### src/iqwg_pkg.sv
// Shared constants for the waveform generator host port and its driver
//
// Overview of operation
// - Address byte, then data bytes to consecutive registers
// - Deselect computes 15-bit sum, MSB marks valid
// - Twenty-six registers from address zero, all summed
// - Sum ready after five plus one-per-register clocks
// - Host waits thirty-one sample clocks before reselect
// - First returned bytes: previous checksum high, low
// - Then four test bytes; the six-byte sequence repeats until deselect
// - Sample clock times the differential sample line
// - Source changes on rise, device captures on fall
// - Five one bits, then frame bit I=1, Q=0
// - Sixteen data bits, zero fill after every four
// - Frames exactly 100 bits, zero padding after the Q word
// - MSB first, I word before Q word
// - Select low routes generator waveforms, else auxiliary
// - Active-low master reset restores initial state
`default_nettype none
package iqwg_pkg;
  localparam int CLK_HZ = 100000000;
  localparam int CLK_PERIOD_NS = 10;
  localparam int SAMPLE_CLK_HZ = 4800000;
  // Nearest whole half period to the nominal rate, a little fast
  localparam int SCLK_HALF = CLK_HZ / (2 * SAMPLE_CLK_HZ);
  localparam int SPI_HALF = 8;
  localparam int NUM_REGS = 26;
  localparam int SYNC_CYCLES = 5;
  localparam int CKS_CYCLES = SYNC_CYCLES + NUM_REGS;
  localparam int GUARD_NS = 6460;
  localparam int GUARD_CYC = (GUARD_NS + CLK_PERIOD_NS - 1) / CLK_PERIOD_NS;
  localparam int CKS_VALID_BIT = 15;
  localparam int FRAME_BITS = 100;
  localparam int PORTION_BITS = 26;
  localparam int READ_SEQ_LEN = 6;
  localparam logic [4:0] WORD_SYNC = 5'h1f;
  localparam logic [15:0] CKS_RESET = 16'h0000;
  // Test register contents are arbitrary
  localparam logic [7:0] TEST_BYTE0 = 8'h5a;
  localparam logic [7:0] TEST_BYTE1 = 8'ha5;
  localparam logic [7:0] TEST_BYTE2 = 8'h3c;
  localparam logic [7:0] TEST_BYTE3 = 8'hc3;
  localparam int FIFO_WIDTH = 32;
  localparam int FIFO_DEPTH = 4;

  // 16 data bits with a zero after every nibble
  function automatic logic [19:0] iqwg_fill(input logic [15:0] d);
    iqwg_fill = {d[15:12], 1'b0, d[11:8], 1'b0, d[7:4], 1'b0, d[3:0], 1'b0};
  endfunction : iqwg_fill

  function automatic logic [15:0] iqwg_unfill(input logic [19:0] f);
    iqwg_unfill = {f[19:16], f[14:11], f[9:6], f[4:1]};
  endfunction : iqwg_unfill
endpackage : iqwg_pkg
`default_nettype wire

### src/iqwg_link_if.sv
// Pin-level link between the digital board and the waveform generator
`timescale 1ns/1ps
`default_nettype none
interface iqwg_link_if;
  logic spi_sck;
  logic spi_mosi;
  logic spi_miso_o;
  logic spi_miso_oe_n;
  logic spi_miso;
  logic gen_select_n;
  logic gen_reset_n;
  logic sample_clock_p;
  logic sample_clock_n;
  logic sample_data_p;
  logic sample_data_n;
  logic waveform_source_select;

  // Shared data-out line idles high when nobody drives it
  assign spi_miso = spi_miso_oe_n ? 1'b1 : spi_miso_o;

  modport dev (
    input spi_sck, spi_mosi, gen_select_n, gen_reset_n, sample_clock_p, sample_clock_n,
    input sample_data_p, sample_data_n, waveform_source_select,
    output spi_miso_o, spi_miso_oe_n
  );
  modport host (
    output spi_sck, spi_mosi, gen_select_n, gen_reset_n, sample_clock_p, sample_clock_n,
    output sample_data_p, sample_data_n, waveform_source_select,
    input spi_miso
  );
endinterface : iqwg_link_if
`default_nettype wire

### src/iqwg_device.sv
// Generator end: register port, checksum, sample deframer and sample FIFO
`timescale 1ns/1ps
`default_nettype none
module iqwg_fifo #(
  parameter int WIDTH = 32,
  parameter int DEPTH = 4
) (
  input wire logic clk,
  input wire logic rst,
  input wire logic in_valid,
  output logic in_ready,
  input wire logic [WIDTH-1:0] in_data,
  output logic out_valid,
  input wire logic out_ready,
  output logic [WIDTH-1:0] out_data
);
  localparam int AW = $clog2(DEPTH);
  logic [WIDTH-1:0] mem [DEPTH];
  logic [AW-1:0] wr_ptr_reg;
  logic [AW-1:0] rd_ptr_reg;
  logic [AW:0] count_reg;
  logic push;
  logic pop;

  assign in_ready = (count_reg != (AW+1)'(DEPTH));
  assign out_valid = (count_reg != '0);
  assign out_data = mem[rd_ptr_reg];
  assign push = in_valid && in_ready;
  assign pop = out_valid && out_ready;

  always_ff @(posedge clk) begin
    if (push) begin
      mem[wr_ptr_reg] <= in_data;
    end
  end

  always_ff @(posedge clk) begin
    if (rst) begin
      wr_ptr_reg <= '0;
      rd_ptr_reg <= '0;
      count_reg <= '0;
    end else begin
      if (push) begin
        wr_ptr_reg <= (wr_ptr_reg == AW'(DEPTH - 1)) ? '0 : wr_ptr_reg + 1'b1;
      end
      if (pop) begin
        rd_ptr_reg <= (rd_ptr_reg == AW'(DEPTH - 1)) ? '0 : rd_ptr_reg + 1'b1;
      end
      count_reg <= count_reg + (AW+1)'(push) - (AW+1)'(pop);
    end
  end
endmodule : iqwg_fifo

module iqwg_device
  import iqwg_pkg::*;
(
  input wire logic CLK,
  input wire logic RSTN,
  iqwg_link_if.dev LINK,
  output logic [15:0] I_DATA,
  output logic [15:0] Q_DATA,
  output logic SAMPLE_VALID,
  input wire logic SAMPLE_READY,
  output logic SAMPLE_OVERFLOW,
  output logic [15:0] CHECKSUM,
  output logic CHECKSUM_BUSY,
  output logic ROUTE_AUX
);
  logic [1:0] sck_s, mosi_s, sel_s, grst_s, clkp_s, clkn_s, datp_s, datn_s, src_s;
  logic rst;
  logic sck_d_reg, sel_d_reg, sclk_d_reg;
  logic sck_rise, sck_fall, sel_fall, sel_rise, sclk_fall;
  logic [7:0] regs [NUM_REGS];
  logic [7:0] rx_sh_reg, tx_sh_reg;
  logic [2:0] bit_cnt_reg;
  logic have_addr_reg;
  logic [7:0] addr_reg;
  logic [2:0] seq_reg;
  logic [15:0] cks_reg, acc_reg;
  logic cks_busy_reg;
  logic [4:0] cks_cnt_reg;
  logic [PORTION_BITS-1:0] win_reg;
  logic [15:0] i_hold_reg;
  logic i_seen_reg;
  logic push_reg;
  logic [31:0] push_data_reg;
  logic fifo_in_ready;
  logic fifo_out_valid;
  logic [31:0] fifo_out_data;
  logic ovf_reg;
  logic route_reg;
  logic [7:0] rx_byte;
  logic [PORTION_BITS-1:0] win_next;

  function automatic logic [7:0] read_byte(input logic [2:0] idx, input logic [15:0] c);
    case (idx)
      3'h0: read_byte = c[15:8];
      3'h1: read_byte = c[7:0];
      3'h2: read_byte = TEST_BYTE0;
      3'h3: read_byte = TEST_BYTE1;
      3'h4: read_byte = TEST_BYTE2;
      default: read_byte = TEST_BYTE3;
    endcase
  endfunction : read_byte

  // Two-stage synchronisers for every pin
  always_ff @(posedge CLK) begin
    sck_s <= {sck_s[0], LINK.spi_sck};
    mosi_s <= {mosi_s[0], LINK.spi_mosi};
    sel_s <= {sel_s[0], LINK.gen_select_n};
    clkp_s <= {clkp_s[0], LINK.sample_clock_p};
    clkn_s <= {clkn_s[0], LINK.sample_clock_n};
    datp_s <= {datp_s[0], LINK.sample_data_p};
    datn_s <= {datn_s[0], LINK.sample_data_n};
    src_s <= {src_s[0], LINK.waveform_source_select};
  end

  // Reset pin chain clears with RSTN so rst is never unknown
  always_ff @(posedge CLK) begin
    if (!RSTN) begin
      grst_s <= 2'b00;
    end else begin
      grst_s <= {grst_s[0], LINK.gen_reset_n};
    end
  end

  assign rst = !RSTN || !grst_s[1];

  always_ff @(posedge CLK) begin
    if (rst) begin
      sck_d_reg <= 1'b0;
      sel_d_reg <= 1'b1;
      sclk_d_reg <= 1'b0;
    end else begin
      sck_d_reg <= sck_s[1];
      sel_d_reg <= sel_s[1];
      sclk_d_reg <= clkp_s[1] && !clkn_s[1];
    end
  end

  assign sck_rise = sck_s[1] && !sck_d_reg && !sel_s[1];
  assign sck_fall = !sck_s[1] && sck_d_reg && !sel_s[1];
  assign sel_fall = !sel_s[1] && sel_d_reg;
  assign sel_rise = sel_s[1] && !sel_d_reg;
  assign sclk_fall = sclk_d_reg && !(clkp_s[1] && !clkn_s[1]);
  assign rx_byte = {rx_sh_reg[6:0], mosi_s[1]};

  // Register writes: address byte then consecutive data bytes
  always_ff @(posedge CLK) begin
    if (rst) begin
      rx_sh_reg <= 8'h00;
      bit_cnt_reg <= 3'h0;
      have_addr_reg <= 1'b0;
      addr_reg <= 8'h00;
      for (int k = 0; k < NUM_REGS; k++) begin
        regs[k] <= 8'h00;
      end
    end else if (sel_fall) begin
      bit_cnt_reg <= 3'h0;
      have_addr_reg <= 1'b0;
    end else if (sck_rise) begin
      rx_sh_reg <= rx_byte;
      bit_cnt_reg <= bit_cnt_reg + 3'h1;
      if (bit_cnt_reg == 3'h7) begin
        if (!have_addr_reg) begin
          addr_reg <= rx_byte;
          have_addr_reg <= 1'b1;
        end else begin
          if (addr_reg < 8'(NUM_REGS)) begin
            regs[addr_reg[4:0]] <= rx_byte;
          end
          addr_reg <= addr_reg + 8'h01;
        end
      end
    end
  end

  // Read-back: checksum pair then four test bytes, cyclic
  always_ff @(posedge CLK) begin
    if (rst) begin
      tx_sh_reg <= 8'h00;
      seq_reg <= 3'h0;
      LINK.spi_miso_o <= 1'b1;
      LINK.spi_miso_oe_n <= 1'b1;
    end else if (sel_fall) begin
      tx_sh_reg <= read_byte(3'h0, cks_reg);
      seq_reg <= 3'h1;
      LINK.spi_miso_o <= cks_reg[15];
      LINK.spi_miso_oe_n <= 1'b0;
    end else if (sel_rise) begin
      LINK.spi_miso_oe_n <= 1'b1;
    end else if (sck_fall) begin
      if (bit_cnt_reg == 3'h0) begin
        tx_sh_reg <= read_byte(seq_reg, cks_reg);
        LINK.spi_miso_o <= 1'(read_byte(seq_reg, cks_reg) >> 7);
        seq_reg <= (seq_reg == 3'(READ_SEQ_LEN - 1)) ? 3'h0 : seq_reg + 3'h1;
      end else begin
        tx_sh_reg <= {tx_sh_reg[6:0], 1'b0};
        LINK.spi_miso_o <= tx_sh_reg[6];
      end
    end
  end

  // Checksum over all registers on the sample clock after deselect
  always_ff @(posedge CLK) begin
    if (rst) begin
      cks_reg <= CKS_RESET;
      acc_reg <= 16'h0000;
      cks_busy_reg <= 1'b0;
      cks_cnt_reg <= 5'h00;
    end else if (sel_rise) begin
      cks_busy_reg <= 1'b1;
      cks_cnt_reg <= 5'h00;
      acc_reg <= 16'h0000;
    end else if (cks_busy_reg && sel_fall) begin
      cks_busy_reg <= 1'b0;
      cks_reg <= {1'b0, acc_reg[14:0]};
    end else if (cks_busy_reg && sclk_fall) begin
      cks_cnt_reg <= cks_cnt_reg + 5'h01;
      if (cks_cnt_reg >= 5'(SYNC_CYCLES)) begin
        acc_reg <= acc_reg + {8'h00, regs[5'(cks_cnt_reg - 5'(SYNC_CYCLES))]};
      end
      if (cks_cnt_reg == 5'(CKS_CYCLES - 1)) begin
        cks_busy_reg <= 1'b0;
        cks_reg <= {1'b1, 15'(acc_reg + {8'h00, regs[NUM_REGS-1]})};
      end
    end
  end

  // Deframer: 26-bit window over the captured sample bits
  assign win_next = {win_reg[PORTION_BITS-2:0], datp_s[1] && !datn_s[1]};

  always_ff @(posedge CLK) begin
    if (rst) begin
      win_reg <= '0;
      i_hold_reg <= 16'h0000;
      i_seen_reg <= 1'b0;
      push_reg <= 1'b0;
      push_data_reg <= 32'h00000000;
      ovf_reg <= 1'b0;
    end else begin
      if (push_reg && fifo_in_ready) begin
        push_reg <= 1'b0;
      end
      if (sclk_fall) begin
        win_reg <= win_next;
        // A real sync follows a zero bit; rejects the I sync shifted by one
        if (win_next[25:21] == WORD_SYNC && !win_reg[PORTION_BITS-1]) begin
          if (win_next[20]) begin
            i_hold_reg <= iqwg_unfill(win_next[19:0]);
            i_seen_reg <= 1'b1;
          end else if (i_seen_reg) begin
            i_seen_reg <= 1'b0;
            push_data_reg <= {i_hold_reg, iqwg_unfill(win_next[19:0])};
            push_reg <= 1'b1;
            ovf_reg <= push_reg && !fifo_in_ready;
          end
        end
      end
    end
  end

  iqwg_fifo #(.WIDTH(FIFO_WIDTH), .DEPTH(FIFO_DEPTH)) u_fifo (
    .clk(CLK),
    .rst(rst),
    .in_valid(push_reg),
    .in_ready(fifo_in_ready),
    .in_data(push_data_reg),
    .out_valid(fifo_out_valid),
    .out_ready(SAMPLE_READY),
    .out_data(fifo_out_data)
  );

  always_ff @(posedge CLK) begin
    if (rst) begin
      route_reg <= 1'b0;
    end else begin
      route_reg <= src_s[1];
    end
  end

  assign I_DATA = fifo_out_data[31:16];
  assign Q_DATA = fifo_out_data[15:0];
  assign SAMPLE_VALID = fifo_out_valid;
  assign SAMPLE_OVERFLOW = ovf_reg;
  assign CHECKSUM = cks_reg;
  assign CHECKSUM_BUSY = cks_busy_reg;
  assign ROUTE_AUX = route_reg;
endmodule : iqwg_device
`default_nettype wire

### src/flat_wrapper.sv
// flat-port wrapper written by rule: the top's interface ports become plain ports
module iqwg_device_flat import iqwg_pkg::*;
  (CLK, RSTN, I_DATA, Q_DATA, SAMPLE_VALID, SAMPLE_READY, SAMPLE_OVERFLOW, CHECKSUM, CHECKSUM_BUSY, ROUTE_AUX, LINK_spi_sck, LINK_spi_mosi, LINK_gen_select_n, LINK_gen_reset_n, LINK_sample_clock_p, LINK_sample_clock_n, LINK_sample_data_p, LINK_sample_data_n, LINK_waveform_source_select, LINK_spi_miso_o, LINK_spi_miso_oe_n);
  iqwg_link_if LINK_i ();
  input wire logic CLK;
  input wire logic RSTN;
  output logic [15:0] I_DATA;
  output logic [15:0] Q_DATA;
  output logic SAMPLE_VALID;
  input wire logic SAMPLE_READY;
  output logic SAMPLE_OVERFLOW;
  output logic [15:0] CHECKSUM;
  output logic CHECKSUM_BUSY;
  output logic ROUTE_AUX;
  input wire logic [$bits(LINK_i.spi_sck)-1:0] LINK_spi_sck;
  input wire logic [$bits(LINK_i.spi_mosi)-1:0] LINK_spi_mosi;
  input wire logic [$bits(LINK_i.gen_select_n)-1:0] LINK_gen_select_n;
  input wire logic [$bits(LINK_i.gen_reset_n)-1:0] LINK_gen_reset_n;
  input wire logic [$bits(LINK_i.sample_clock_p)-1:0] LINK_sample_clock_p;
  input wire logic [$bits(LINK_i.sample_clock_n)-1:0] LINK_sample_clock_n;
  input wire logic [$bits(LINK_i.sample_data_p)-1:0] LINK_sample_data_p;
  input wire logic [$bits(LINK_i.sample_data_n)-1:0] LINK_sample_data_n;
  input wire logic [$bits(LINK_i.waveform_source_select)-1:0] LINK_waveform_source_select;
  output wire logic [$bits(LINK_i.spi_miso_o)-1:0] LINK_spi_miso_o;
  output wire logic [$bits(LINK_i.spi_miso_oe_n)-1:0] LINK_spi_miso_oe_n;
  assign LINK_i.spi_sck = LINK_spi_sck;
  assign LINK_i.spi_mosi = LINK_spi_mosi;
  assign LINK_i.gen_select_n = LINK_gen_select_n;
  assign LINK_i.gen_reset_n = LINK_gen_reset_n;
  assign LINK_i.sample_clock_p = LINK_sample_clock_p;
  assign LINK_i.sample_clock_n = LINK_sample_clock_n;
  assign LINK_i.sample_data_p = LINK_sample_data_p;
  assign LINK_i.sample_data_n = LINK_sample_data_n;
  assign LINK_i.waveform_source_select = LINK_waveform_source_select;
  assign LINK_spi_miso_o = LINK_i.spi_miso_o;
  assign LINK_spi_miso_oe_n = LINK_i.spi_miso_oe_n;
  iqwg_device u_core (.CLK(CLK), .RSTN(RSTN), .LINK(LINK_i), .I_DATA(I_DATA), .Q_DATA(Q_DATA), .SAMPLE_VALID(SAMPLE_VALID), .SAMPLE_READY(SAMPLE_READY), .SAMPLE_OVERFLOW(SAMPLE_OVERFLOW), .CHECKSUM(CHECKSUM), .CHECKSUM_BUSY(CHECKSUM_BUSY), .ROUTE_AUX(ROUTE_AUX));
endmodule
### config.mk
export PLATFORM = sky130hd
export DESIGN_NAME = iqwg_device_flat
export DESIGN_NICKNAME = d
export VERILOG_FILES = /design/src/iqwg_pkg.sv /design/src/iqwg_link_if.sv /design/src/iqwg_device.sv /design/src/flat_wrapper.sv
export SDC_FILE = /design/constraint.sdc
export NUM_CORES = 1
export LEC_CHECK = 0
export BUFFER_PORTS_ARGS = -buffer_cell sky130_fd_sc_hd__buf_2
export CORE_UTILIZATION = 35
export CTS_CLUSTER_SIZE = 24
export DETAILED_ROUTE_END_ITERATION = 8
export GPL_TIMING_DRIVEN = 1
export MAX_ROUTING_LAYER = met4
export PLACE_DENSITY = 0.53
export SLEW_MARGIN = 25
export SYNTH_ARGS = -nofsm -noshare
export SYNTH_HDL_FRONTEND = slang
export SYNTH_SLANG_ARGS = --single-unit
export TNS_END_PERCENT = 1
### constraint.sdc
create_clock -name CLK -period 4.94 [get_ports CLK]
set_clock_uncertainty 0.05 [all_clocks]
set_input_delay 0.988 -clock CLK [delete_from_list [all_inputs] [get_ports CLK]]
set_output_delay 0.988 -clock CLK [all_outputs]
set_load 0.02 [all_outputs]
==> results of run 1 <==
logic make-up (layout without fill, tap and decap cells):
logic type,after synthesis,in the layout,share of synthesized area
AO/OA/AOI/OAI,266,266,0.0663
buffers and inverters,163,248,0.0294
flip-flops,560,560,0.628
other,1,34,0.000157
adder cells (fa/ha/maj),40,40,0.0218
XOR/XNOR,26,26,0.00950
multiplexers,116,116,0.0986
AND/OR/NAND/NOR,750,750,0.146
routing by layer:
layer / wire, um / track usage
met5: 0 / -
met4: 1580 / 0.0545
met3: 4040 / 0.0340
met2: 27900 / 0.277
met1: 26700 / 0.235
worst max-delay path, cell delays in order (launching register included):
cell,delay (ps)
dfxtp_1,470
inv_1,110
ha_2,620
buf_12,250
buf_4,210
mux4_2,320
nand2_1,90
nand3_1,140
nand3_1,200
a31oi_1,90
ha_1,400
and2_1,190
a2111oi_0,710
o21ai_0,310
nand4_1,180
xor2_1,170
nor2_1,50
through the flow:
step           cells  total power, mW
2_1_floorplan   1953             5.22
3_3_place_gp    2805             5.27
3_5_place_dp    2805             5.27
4_1_cts         2911             9.73
5_1_grt         2911             9.92
6_report        2913             9.64
worst max path at each step:
stage                         end  slack, ps
2_1_floorplan  u_core.acc_reg[10]        420
4_1_cts        u_core.acc_reg[12]        330
3_5_place_dp   u_core.acc_reg[10]        350
5_1_grt        u_core.acc_reg[10]         80
6_report       u_core.acc_reg[10]        220
3_3_place_gp   u_core.acc_reg[10]        480
layout make-up:
| type | instances | area [sq um] | area share |
|---|---|---|---|
| clock buffer | 77 | 1570 | 0.0576 |
| inverter | 26 | 97.6 | 0.00358 |
| sequential | 560 | 15100 | 0.552 |
| clock inverter | 29 | 374 | 0.0137 |
| timing repair buffer | 116 | 733 | 0.0269 |
| tap | 873 | 1090 | 0.0400 |
| multi-input combinational | 1230 | 8350 | 0.306 |
| antenna | 2 | 5.00 | 0.000183 |
cell usage after synthesis, types with 10 or more instances:
master / number
xor2_1: 12
a31oi_1: 15
mux2i_1: 20
xnor2_1: 14
edfxtp_1: 384
inv_1: 24
and3_1: 109
ha_1: 37
nor2_1: 198
o21ai_1: 10
a21oi_1: 121
o21ai_0: 47
clkbuf_1: 88
dfxtp_1: 176
buf_2: 31
mux4_2: 96
nand3_1: 63
nor3_1: 13
and2_1: 17
nand2_1: 292
power groups by stage:
stage | combinational, mW | sequential (mW) | clock [mW]
2_1_floorplan | 0.0758 | 5.14 | 0
3_3_place_gp | 0.112 | 5.16 | 0
3_5_place_dp | 0.113 | 5.16 | 0
4_1_cts | 0.113 | 5.06 | 4.56
5_1_grt | 0.125 | 5.06 | 4.74
6_report | 0.113 | 5.06 | 4.46
==> flow_metrics.tcl, run 1 <==
set metrics [dict create \
    detailedRoute.firstPassIterationCount 5 \
    drt_total_wl_um 60200 \
    drt.antenna.violating_nets 0 \
    design_area_sq_mm 0.0273 \
    n_fill_cell 6271 \
    first_global_vias 15200 \
    drv_cap 0 \
    initial_cell_density_of_the_core 0.355 \
    mean_number_of_vias_per_cell 5.25 \
    finalWorstSetupSlack_ps 217 \
    outcome "finished, final reports clean" \
    dieWidth_um 264 \
    whs_endpoint "u_core.mosi_s[1]" \
    buffer_ports.inserted 65 \
    later_pin_clock_latency_in_the_skew_report_ps 620 \
    die-area_sq_mm 0.0695 \
    timing.final.hold_violations 0 \
    total_leakage_power_nw 9.25 \
    synth_edf_count 384 \
    asyncSetResetFlopFracSynth 0 \
    finalSetupViolations 0 \
    tightest_slew_ps 1020 \
    most-common-layout-cells "edfxtp_1 (384), nand2_1 (291), nor2_1 (198)" \
    worst_hold_path_type "flip-flop to flip-flop" \
    synth.top_cell.area_share 0.481 \
    power_density_mw_per_mm2 353 \
    peak_clock_frequency_supported_by_timing_mhz 212 \
    num_rows 95 \
    cts_setup_buffers 0 \
    p_clk_frac 0.463 \
    grt_ovf 0 \
    tcrit_tclk_final 0.956 \
    timing.reg2reg.setup_slack_ps 220 \
    die-height_um 264 \
    synthesis.area_per_instance_sq_um 12.5 \
    grt_max_degree 80 \
    post-synth-top-area-cell "edfxtp_1" \
    cts.sinks 560 \
    hp-start "u_core.mosi_s[0]" \
    placement.cell_area_sq_mm 0.0253 \
    max-vdd-ir-drop_v 0.000256 \
    first_element_of_the_critical_path "u_core.cks_cnt_reg[1]" \
    worstHoldPathCells 0 \
    worstReg2RegStart "u_core.cks_cnt_reg[1]" \
    comb_power_share 0.012 \
    post_synth_num_cell_types 72 \
    finalHoldWorstSlack_ps 276 \
    number_of_nets_at_the_end_of_the_flow 2043 \
    worst_setup_hold_path_clk_slew_ps 60 \
    internal_power_mw 7.68 \
    pins_over_their_slew_limit 0 \
    period_needed_ps 4720 \
    syn-cell-area_sq_mm 0.0240 \
    synth_ff_type "edfxtp_1" \
    cts-htree-levels 2 \
    setup-tns-final_ps 0 \
    timing.slew.headroom 0.319 \
    syn-instance-count 1922 \
    power.switching_fraction 0.203 \
    largest_register_ff_count 256 \
    critPathLaunchType "flip-flop" \
    net-switching-power_mw 1.96 \
    tritoncts_buffers 57 \
    grt_first_pass_wirelength_um 92200 \
    sequentialPowerShare 0.525 \
    first_iter_violations 1258 \
    worstPathMaxFanout 23 \
    layout-drive-gt1-share 0.163 \
    globalplace.congestion 0.867 \
    setup_repair_after_global_routing_missed_its_margin "no" \
    required_ps 5370 \
    post-dp-hpwl_um 40000 \
    grt_antenna_before_repair 2 \
    detailedPlace.worstSlack_ps 355 \
    route.detailed.drc 0 \
    ctsLongestPathBuffers 3 \
    r2r-end "u_core.acc_reg[10]" \
    core_region_area_sq_mm 0.0674 \
    synth.ff_latch_count 560 \
    commonest_non_fill_non_tap_cell_in_the_layout "edfxtp_1" \
    synth.yosys.seq_area_share 0.628 \
    grt_usage 0.178 \
    postCtsResizedCells 0 \
    detailroute.via_count 15300 \
    cts_hold_repair.buffers 0 \
    layout_overhead_on_the_synthesized_area_pct 13.9 \
    finish.utilization 0.405 \
    worst_r2r_path_depth 16 \
    data_arrival_time_of_the_critical_path_ps 5150 \
    route.detailed.wl_per_inst_um 20.7 \
    worst_setup_path_end_kind "flip-flop" \
    timing_worst_setup_path_type "flip-flop to flip-flop" \
    cts-root-buf "clkbuf_16" \
    boundaryPins 66 \
    post_synth_main_area_contributors "edfxtp_1 (48%), dfxtp_1 (15%), mux4_2 (9.0%)" \
    cts_tree "yes" \
    synth.yosys.warnings 0 \
]
(Power assumes the default switching activity.)
==> run 2: changes to the inputs <==
--- a/config.mk
+++ b/config.mk
@@ -6,12 +6,12 @@
 export NUM_CORES = 1
 export LEC_CHECK = 0
 export BUFFER_PORTS_ARGS = -buffer_cell sky130_fd_sc_hd__buf_2
-export CORE_UTILIZATION = 35
+export CORE_UTILIZATION = 54
 export CTS_CLUSTER_SIZE = 24
 export DETAILED_ROUTE_END_ITERATION = 8
 export GPL_TIMING_DRIVEN = 1
 export MAX_ROUTING_LAYER = met4
-export PLACE_DENSITY = 0.53
+export PLACE_DENSITY = 0.74
 export SLEW_MARGIN = 25
 export SYNTH_ARGS = -nofsm -noshare
 export SYNTH_HDL_FRONTEND = slang
==> constraint.sdc (replaced) <==
create_clock -name CLK -period 4.94 [get_ports CLK]
set_clock_uncertainty 0.05 [all_clocks]
set_input_delay 0.988 -clock CLK [delete_from_list [all_inputs] [get_ports CLK]]
set_output_delay 0.988 -clock CLK [all_outputs]
set_load 0.1 [all_outputs]
==> run 2 against run 1 <==
Routed wire length is 7.6% lower. Combinational power hardly changed. Critical path depth is 1 lower. Via count is 2.4% higher. Die area is 35% lower. Non-clock buffer count is 8 lower. Sequential cell count stayed put. Cell area is 1.6% lower. Fmax is 4.3% higher. Critical path type unchanged. Largest power group unchanged.
==> flow_metrics.tcl, run 2 (synthesis gave the netlist of run 1 again) <==
set metrics [dict create \
    outcome "finished, final reports clean" \
    later_pin_clock_latency_in_the_skew_report_ps 620 \
    grt_ovf 0 \
    power.switching_fraction 0.198 \
    tritoncts_buffers 55 \
    drt_total_wl_um 55600 \
    die-area_sq_mm 0.0452 \
    cpPeakStageDelay_ps 740 \
    antenna-diode-count 0 \
    cts_hold_repair.buffers 0 \
    cts_setup_buffers 0 \
    timing.final.hold_violations 0 \
    worstPathCellList "inv_1 -> ha_2 -> mux4_2 -> nand2_1 -> nand3_1 -> nand3_1 -> a31oi_1 -> ha_1 -> fa_1 -> a21o_1 -> a2111oi_0 -> o21ai_0 -> nand4_1 -> xor2_1 -> nor2_1" \
    worstPathMaxFanout 21 \
    timing.reg2reg.setup_slack_ps 410 \
    drv_cap 0 \
    comb_power_share 0.011 \
    design_area_sq_mm 0.0268 \
    num_rows 76 \
    finalSetupViolations 0 \
    boundaryPins 66 \
    first_global_vias 15300 \
    sequentialPowerShare 0.526 \
    globalplace.congestion 0.933 \
    die-height_um 213 \
    max-vdd-ir-drop_v 0.000313 \
    cts_tree "yes" \
    total_leakage_power_nw 9.21 \
    data_arrival_time_of_the_critical_path_ps 4940 \
    ctsLongestPathBuffers 3 \
    drt.antenna.violating_nets 0 \
    worst_hold_path_type "flip-flop to flip-flop" \
    pins_over_their_slew_limit 0 \
    cts-htree-levels 2 \
    cts-root-buf "clkbuf_16" \
    worst_setup_hold_path_clk_slew_ps 60 \
    commonest_non_fill_non_tap_cell_in_the_layout "edfxtp_1" \
    required_ps 5360 \
    setup-tns-final_ps 0 \
    route.detailed.drc 0 \
    timing.critical_path.buf_inv 1 \
    finalWorstSetupSlack_ps 413 \
    internal_power_mw 7.72 \
    initial_cell_density_of_the_core 0.551 \
    timing.slew.headroom 0.360 \
    detailedPlace.worstSlack_ps 451 \
    most-common-layout-cells "edfxtp_1 (384), nand2_1 (291), nor2_1 (198)" \
    first_iter_violations 1823 \
    detailedRoute.firstPassIterationCount 7 \
    grt_first_pass_wirelength_um 86600 \
    grt_max_degree 72 \
    post-dp-hpwl_um 35600 \
    peak_clock_frequency_supported_by_timing_mhz 221 \
    dieWidth_um 213 \
    number_of_nets_at_the_end_of_the_flow 2033 \
    setup_repair_after_global_routing_missed_its_margin "no" \
    cp_top_family "adder cells" \
    buffer_ports.inserted 65 \
    worst_setup_path_end_kind "flip-flop" \
    net-switching-power_mw 1.91 \
    core_region_area_sq_mm 0.0435 \
    cp_common_cell "nand3_1" \
    critical_path.slowest_cell "ha_2" \
    layout-drive-gt1-share 0.159 \
    p_clk_frac 0.463 \
    timing_worst_setup_path_type "flip-flop to flip-flop" \
    cts.sinks 560 \
    tightest_slew_ps 958 \
    mean_number_of_vias_per_cell 5.99 \
    largest_register_ff_count 256 \
    route.detailed.wl_per_inst_um 21.3 \
    period_needed_ps 4530 \
    layout_overhead_on_the_synthesized_area_pct 12.1 \
    critPathLaunchType "flip-flop" \
    grt_usage 0.260 \
    grt_antenna_before_repair 0 \
    placement.cell_area_sq_mm 0.0249 \
    detailroute.via_count 15700 \
    power_density_mw_per_mm2 358 \
    postCtsResizedCells 0 \
    tcrit_tclk_final 0.916 \
]
## run 2: changes by cell type in the layout (fill, tap and decap cells not counted), sizes merged
cell | previous run | this run
buf | 116 | 108
bufinv | 7 | 10
clkbuf | 77 | 72
clkinvlp | 5 | 4
diode | 2 | 0
inv | 28 | 29
## run 2: worst paths after layout
kind / start / endpoint / cells after the start
hold reg to reg: u_core.datn_s[0] / u_core.datn_s[1] / 0
setup reg to reg: u_core.cks_cnt_reg[1] / u_core.acc_reg[10] / 15
setup / recovery: u_core.cks_cnt_reg[1] / u_core.acc_reg[10] / 15
hold / removal: u_core.datn_s[0] / u_core.datn_s[1] / 0
## run 2: layer usage
layer	wire (um)	global-route usage	share of wire	vias up
met5	0	-	0	-
met4	1440	0.0772	0.026	0
met3	4930	0.0452	0.089	115
met2	26900	0.413	0.48	698
met1	22300	0.343	0.40	7733
li1	-	-	-	7106
## run 2: per-stage QoR
| stage | utilization | hold WS, ps | total power [mW] | std cells |
|---|---|---|---|---|
| 2_1_floorplan | - | 260 | 5.22 | 1953 |
| 3_3_place_gp | 0.573 | 261 | 5.26 | 2509 |
| 3_5_place_dp | 0.573 | 263 | 5.27 | 2509 |
| 4_1_cts | 0.618 | 276 | 9.68 | 2613 |
| 5_1_grt | 0.618 | 281 | 9.88 | 2613 |
| 6_report | 0.618 | 277 | 9.62 | 2613 |
## run 2: area by class of cell
cell class	instances	area [sq um]
inverter	26	97.6
sequential	560	15100
tap	585	732
fill	3268	16600
clock buffer	72	1480
timing repair buffer	108	673
clock inverter	32	455
multi-input combinational	1230	8350
## run 2: power by group through the flow
stage	Combinational, mW	Sequential, mW	Clock, mW
floorplan	0.0758	5.14	0
global placement	0.105	5.16	0
detailed placement	0.108	5.16	0
CTS	0.109	5.06	4.51
global route	0.120	5.06	4.70
finish	0.111	5.06	4.45
==> run 3: changes to the inputs <==
--- a/config.mk
+++ b/config.mk
@@ -5,6 +5,7 @@
 export SDC_FILE = /design/constraint.sdc
 export NUM_CORES = 1
 export LEC_CHECK = 0
+export ABC_AREA = 1
 export BUFFER_PORTS_ARGS = -buffer_cell sky130_fd_sc_hd__buf_2
 export CORE_UTILIZATION = 54
 export CTS_CLUSTER_SIZE = 24
==> run 3 against run 2 <==
Final cell count increased by 22%. Die area is 1.8% higher. Sequential cell count did not move. Cell area increased by 1.4%. Worst hold slack improved by 0.86 ps. Global-route usage rose by 0.64 points.
==> flow_metrics.tcl, run 3 <==
set metrics [dict create \
    p_total_mw 9.63 \
    r2r-end "u_core.acc_reg[10]" \
    detailroute.via_count 18000 \
    syn-cell-area_sq_mm 0.0244 \
    drt.antenna.violating_nets 0 \
    synth.yosys.seq_area_share 0.617 \
    highest-signal-layer "met4" \
    first_global_vias 17300 \
    post_synth_main_area_contributors "edfxtp_1 (47%), dfxtp_1 (14%), nand2_1 (7.1%)" \
    required_ps 5400 \
    synth.yosys.warnings 0 \
    later_pin_clock_latency_in_the_skew_report_ps 620 \
    synth_ff_type "edfxtp_1" \
    synth_adder_area_share 0.0214 \
    boundaryPins 66 \
    data_arrival_time_of_the_critical_path_ps 4340 \
    finish.utilization 0.613 \
    critical_path.slowest_cell "inv_1" \
    drv_cap 0 \
    timing.slew.headroom 0.290 \
    post-synth-top-area-cell "edfxtp_1" \
    synth_edf_count 384 \
    yosys.area_share.xor_xnor 0.00467 \
    net-switching-power_mw 1.95 \
    worst_setup_hold_path_clk_slew_ps 70 \
    worstPathMaxFanout 19 \
    wl_met3_um 4470 \
    worst_hold_path_type "flip-flop to flip-flop" \
    die-height_um 215 \
    post-dp-hpwl_um 37800 \
    comb_power_share 0.012 \
    synthesis.area_per_instance_sq_um 9.72 \
    area.sequential_sq_mm 0.0151 \
    muxShareOfSynthArea 0.000410 \
    most-common-layout-cells "nand2_1 (461), nor2_1 (411), edfxtp_1 (384)" \
    asyncSetResetFlopFracSynth 0 \
    commonest_non_fill_non_tap_cell_in_the_layout "nand2_1" \
    dieWidth_um 215 \
    buffer_ports.inserted 65 \
    synth.top_cell.area_share 0.473 \
    fin_cells 3193 \
    die-area_sq_mm 0.0460 \
    cts-htree-levels 2 \
    cts.sinks 560 \
    tritoncts_buffers 56 \
    layout_overhead_on_the_synthesized_area_pct 11.6 \
    power.switching_fraction 0.203 \
    total_leakage_power_nw 9.99 \
    synth_top_cells_by_count "nand2_1 (461), nor2_1 (415), edfxtp_1 (384)" \
    finalSetupViolations 0 \
    tcrit_tclk_final 0.786 \
    pins_over_their_slew_limit 0 \
    dr_wl_met2_um 28200 \
    max-vdd-ir-drop_v 0.000290 \
    outcome "finished, final reports clean" \
    postCtsResizedCells 0 \
    grt_antenna_before_repair 0 \
    hp-start "u_core.sck_s[0]" \
    worstPathCellList "inv_1 -> ha_2 -> inv_1 -> buf_4 -> nand3_1 -> nand3_1 -> nand3_1 -> o211ai_1 -> nand2_1 -> ha_1 -> fa_1 -> nand3_1 -> nand3_1 -> nand2_1 -> nand3_1 -> nand3_1 -> nand2_1 -> inv_1 -> nor2_1" \
    route.detailed.wl_per_inst_um 18.4 \
    setup-tns-final_ps 0 \
    design_area_sq_mm 0.0272 \
    timing_worst_setup_path_type "flip-flop to flip-flop" \
    antenna-diode-count 0 \
    first_iter_violations 1769 \
    p_clk_frac 0.463 \
    num_rows 77 \
    multiInputGateArea_sq_mm 0.00820 \
    globalplace.congestion 0.933 \
    grt_ovf 0 \
    post_synth_num_cell_types 47 \
    finalHoldWorstSlack_ps 277 \
    route.detailed.drc 0 \
    yosysMostFrequentCell "nand2_1" \
    cts_setup_buffers 0 \
    synth-compound-area-share 0.102 \
    worst_r2r_path_depth 19 \
    grt_max_degree 88 \
    cts_tree "yes" \
    setup_repair_after_global_routing_missed_its_margin "no" \
    cts_hold_repair.buffers 0 \
    dpl.cell_count 3087 \
    grt_usage 0.266 \
    worst_setup_path_end_kind "flip-flop" \
    cp_common_cell "nand3_1" \
    synth.ff_latch_count 560 \
    detailedPlace.worstSlack_ps 1110 \
    cpPeakStageDelay_ps 540 \
    routedLengthMet1_um 24500 \
    cts-root-buf "clkbuf_16" \
    sequentialPowerShare 0.525 \
    timing.reg2reg.setup_slack_ps 1060 \
    layout-drive-gt1-share 0.0946 \
    whs_endpoint "u_core.sck_s[1]" \
    timing.final.hold_violations 0 \
    worstHoldPathCells 0 \
    core_region_area_sq_mm 0.0444 \
    largest_family_of_logic_cells_by_synthesized_area "simple AND/OR/NAND/NOR gates" \
    peak_clock_frequency_supported_by_timing_mhz 258 \
    grt_first_pass_wirelength_um 93700 \
    placement.cell_area_sq_mm 0.0252 \
    syn-instance-count 2509 \
    drt_total_wl_um 58700 \
    finalWorstSetupSlack_ps 1060 \
    ctsLongestPathBuffers 3 \
    tightest_slew_ps 1060 \
    period_needed_ps 3880 \
    detailedRoute.firstPassIterationCount 6 \
    largest_register_ff_count 256 \
    n_fill_cell 3612 \
    worstReg2RegStart "u_core.cks_cnt_reg[1]" \
    initial_cell_density_of_the_core 0.549 \
    mean_number_of_vias_per_cell 5.64 \
    number_of_nets_at_the_end_of_the_flow 2605 \
    internal_power_mw 7.68 \
    synthSimpleGateAreaFrac 0.201 \
    power_density_mw_per_mm2 354 \
    critPathLaunchType "flip-flop" \
]
[run 3: kinds of logic (layout without fill, tap and decap cells)]
group | Yosys count | in the layout
compound gates | 451 | 451
mux | 1 | 1
fa+ha+maj | 40 | 40
other cells | 1 | 32
flops | 560 | 560
simple gates | 1121 | 1121
xor+xnor | 13 | 13
buf+inv | 322 | 383
[run 3: power groups by stage]
stage          Combinational [mW]  Sequential (mW)  Clock, mW
6_report                    0.116             5.05       4.45
3_5_place_dp                0.113             5.16          0
3_3_place_gp                0.111             5.15          0
4_1_cts                     0.114             5.05       4.51
5_1_grt                     0.130             5.06       4.69
2_1_floorplan              0.0758             5.15          0
[run 3: per-layer routing]
metal  vias up  global-route usage
li1       8619                   -
met1      8583               0.349
met2       694               0.427
met3       125              0.0440
met4         0              0.0769
met5         -                   -
[run 3: how the worst max path moves through the flow]
stage | from | to | slack [ps]
6_report | u_core.cks_cnt_reg[1] | u_core.acc_reg[10] | 1060
5_1_grt | u_core.cks_cnt_reg[0] | u_core.acc_reg[12] | 700
4_1_cts | u_core.cks_cnt_reg[1] | u_core.acc_reg[12] | 1080
3_5_place_dp | u_core.cks_cnt_reg[1] | u_core.acc_reg[10] | 1110
3_3_place_gp | u_core.cks_cnt_reg[1] | u_core.acc_reg[10] | 1170
2_1_floorplan | u_core.cks_cnt_reg[0] | u_core.acc_reg[10] | 1220
[run 3: final cells by class]
class / count / area share
sequential: 560 / 0.553
inverter: 182 / 0.0252
clock inverter: 37 / 0.0153
multi-input combinational: 1658 / 0.301
tap: 592 / 0.0272
timing repair buffer: 95 / 0.0207
clock buffer: 69 / 0.0571
[run 3: worst max-delay path: cells and delay by family, from the launching register on]
family / cells / cell delay (ps)
AND/OR/NAND/NOR: 11 / 1150
buffers and inverters: 4 / 1030
adder cells (fa/ha/maj): 3 / 1000
flip-flops: 1 / 390
AO/OA/AOI/OAI: 1 / 130
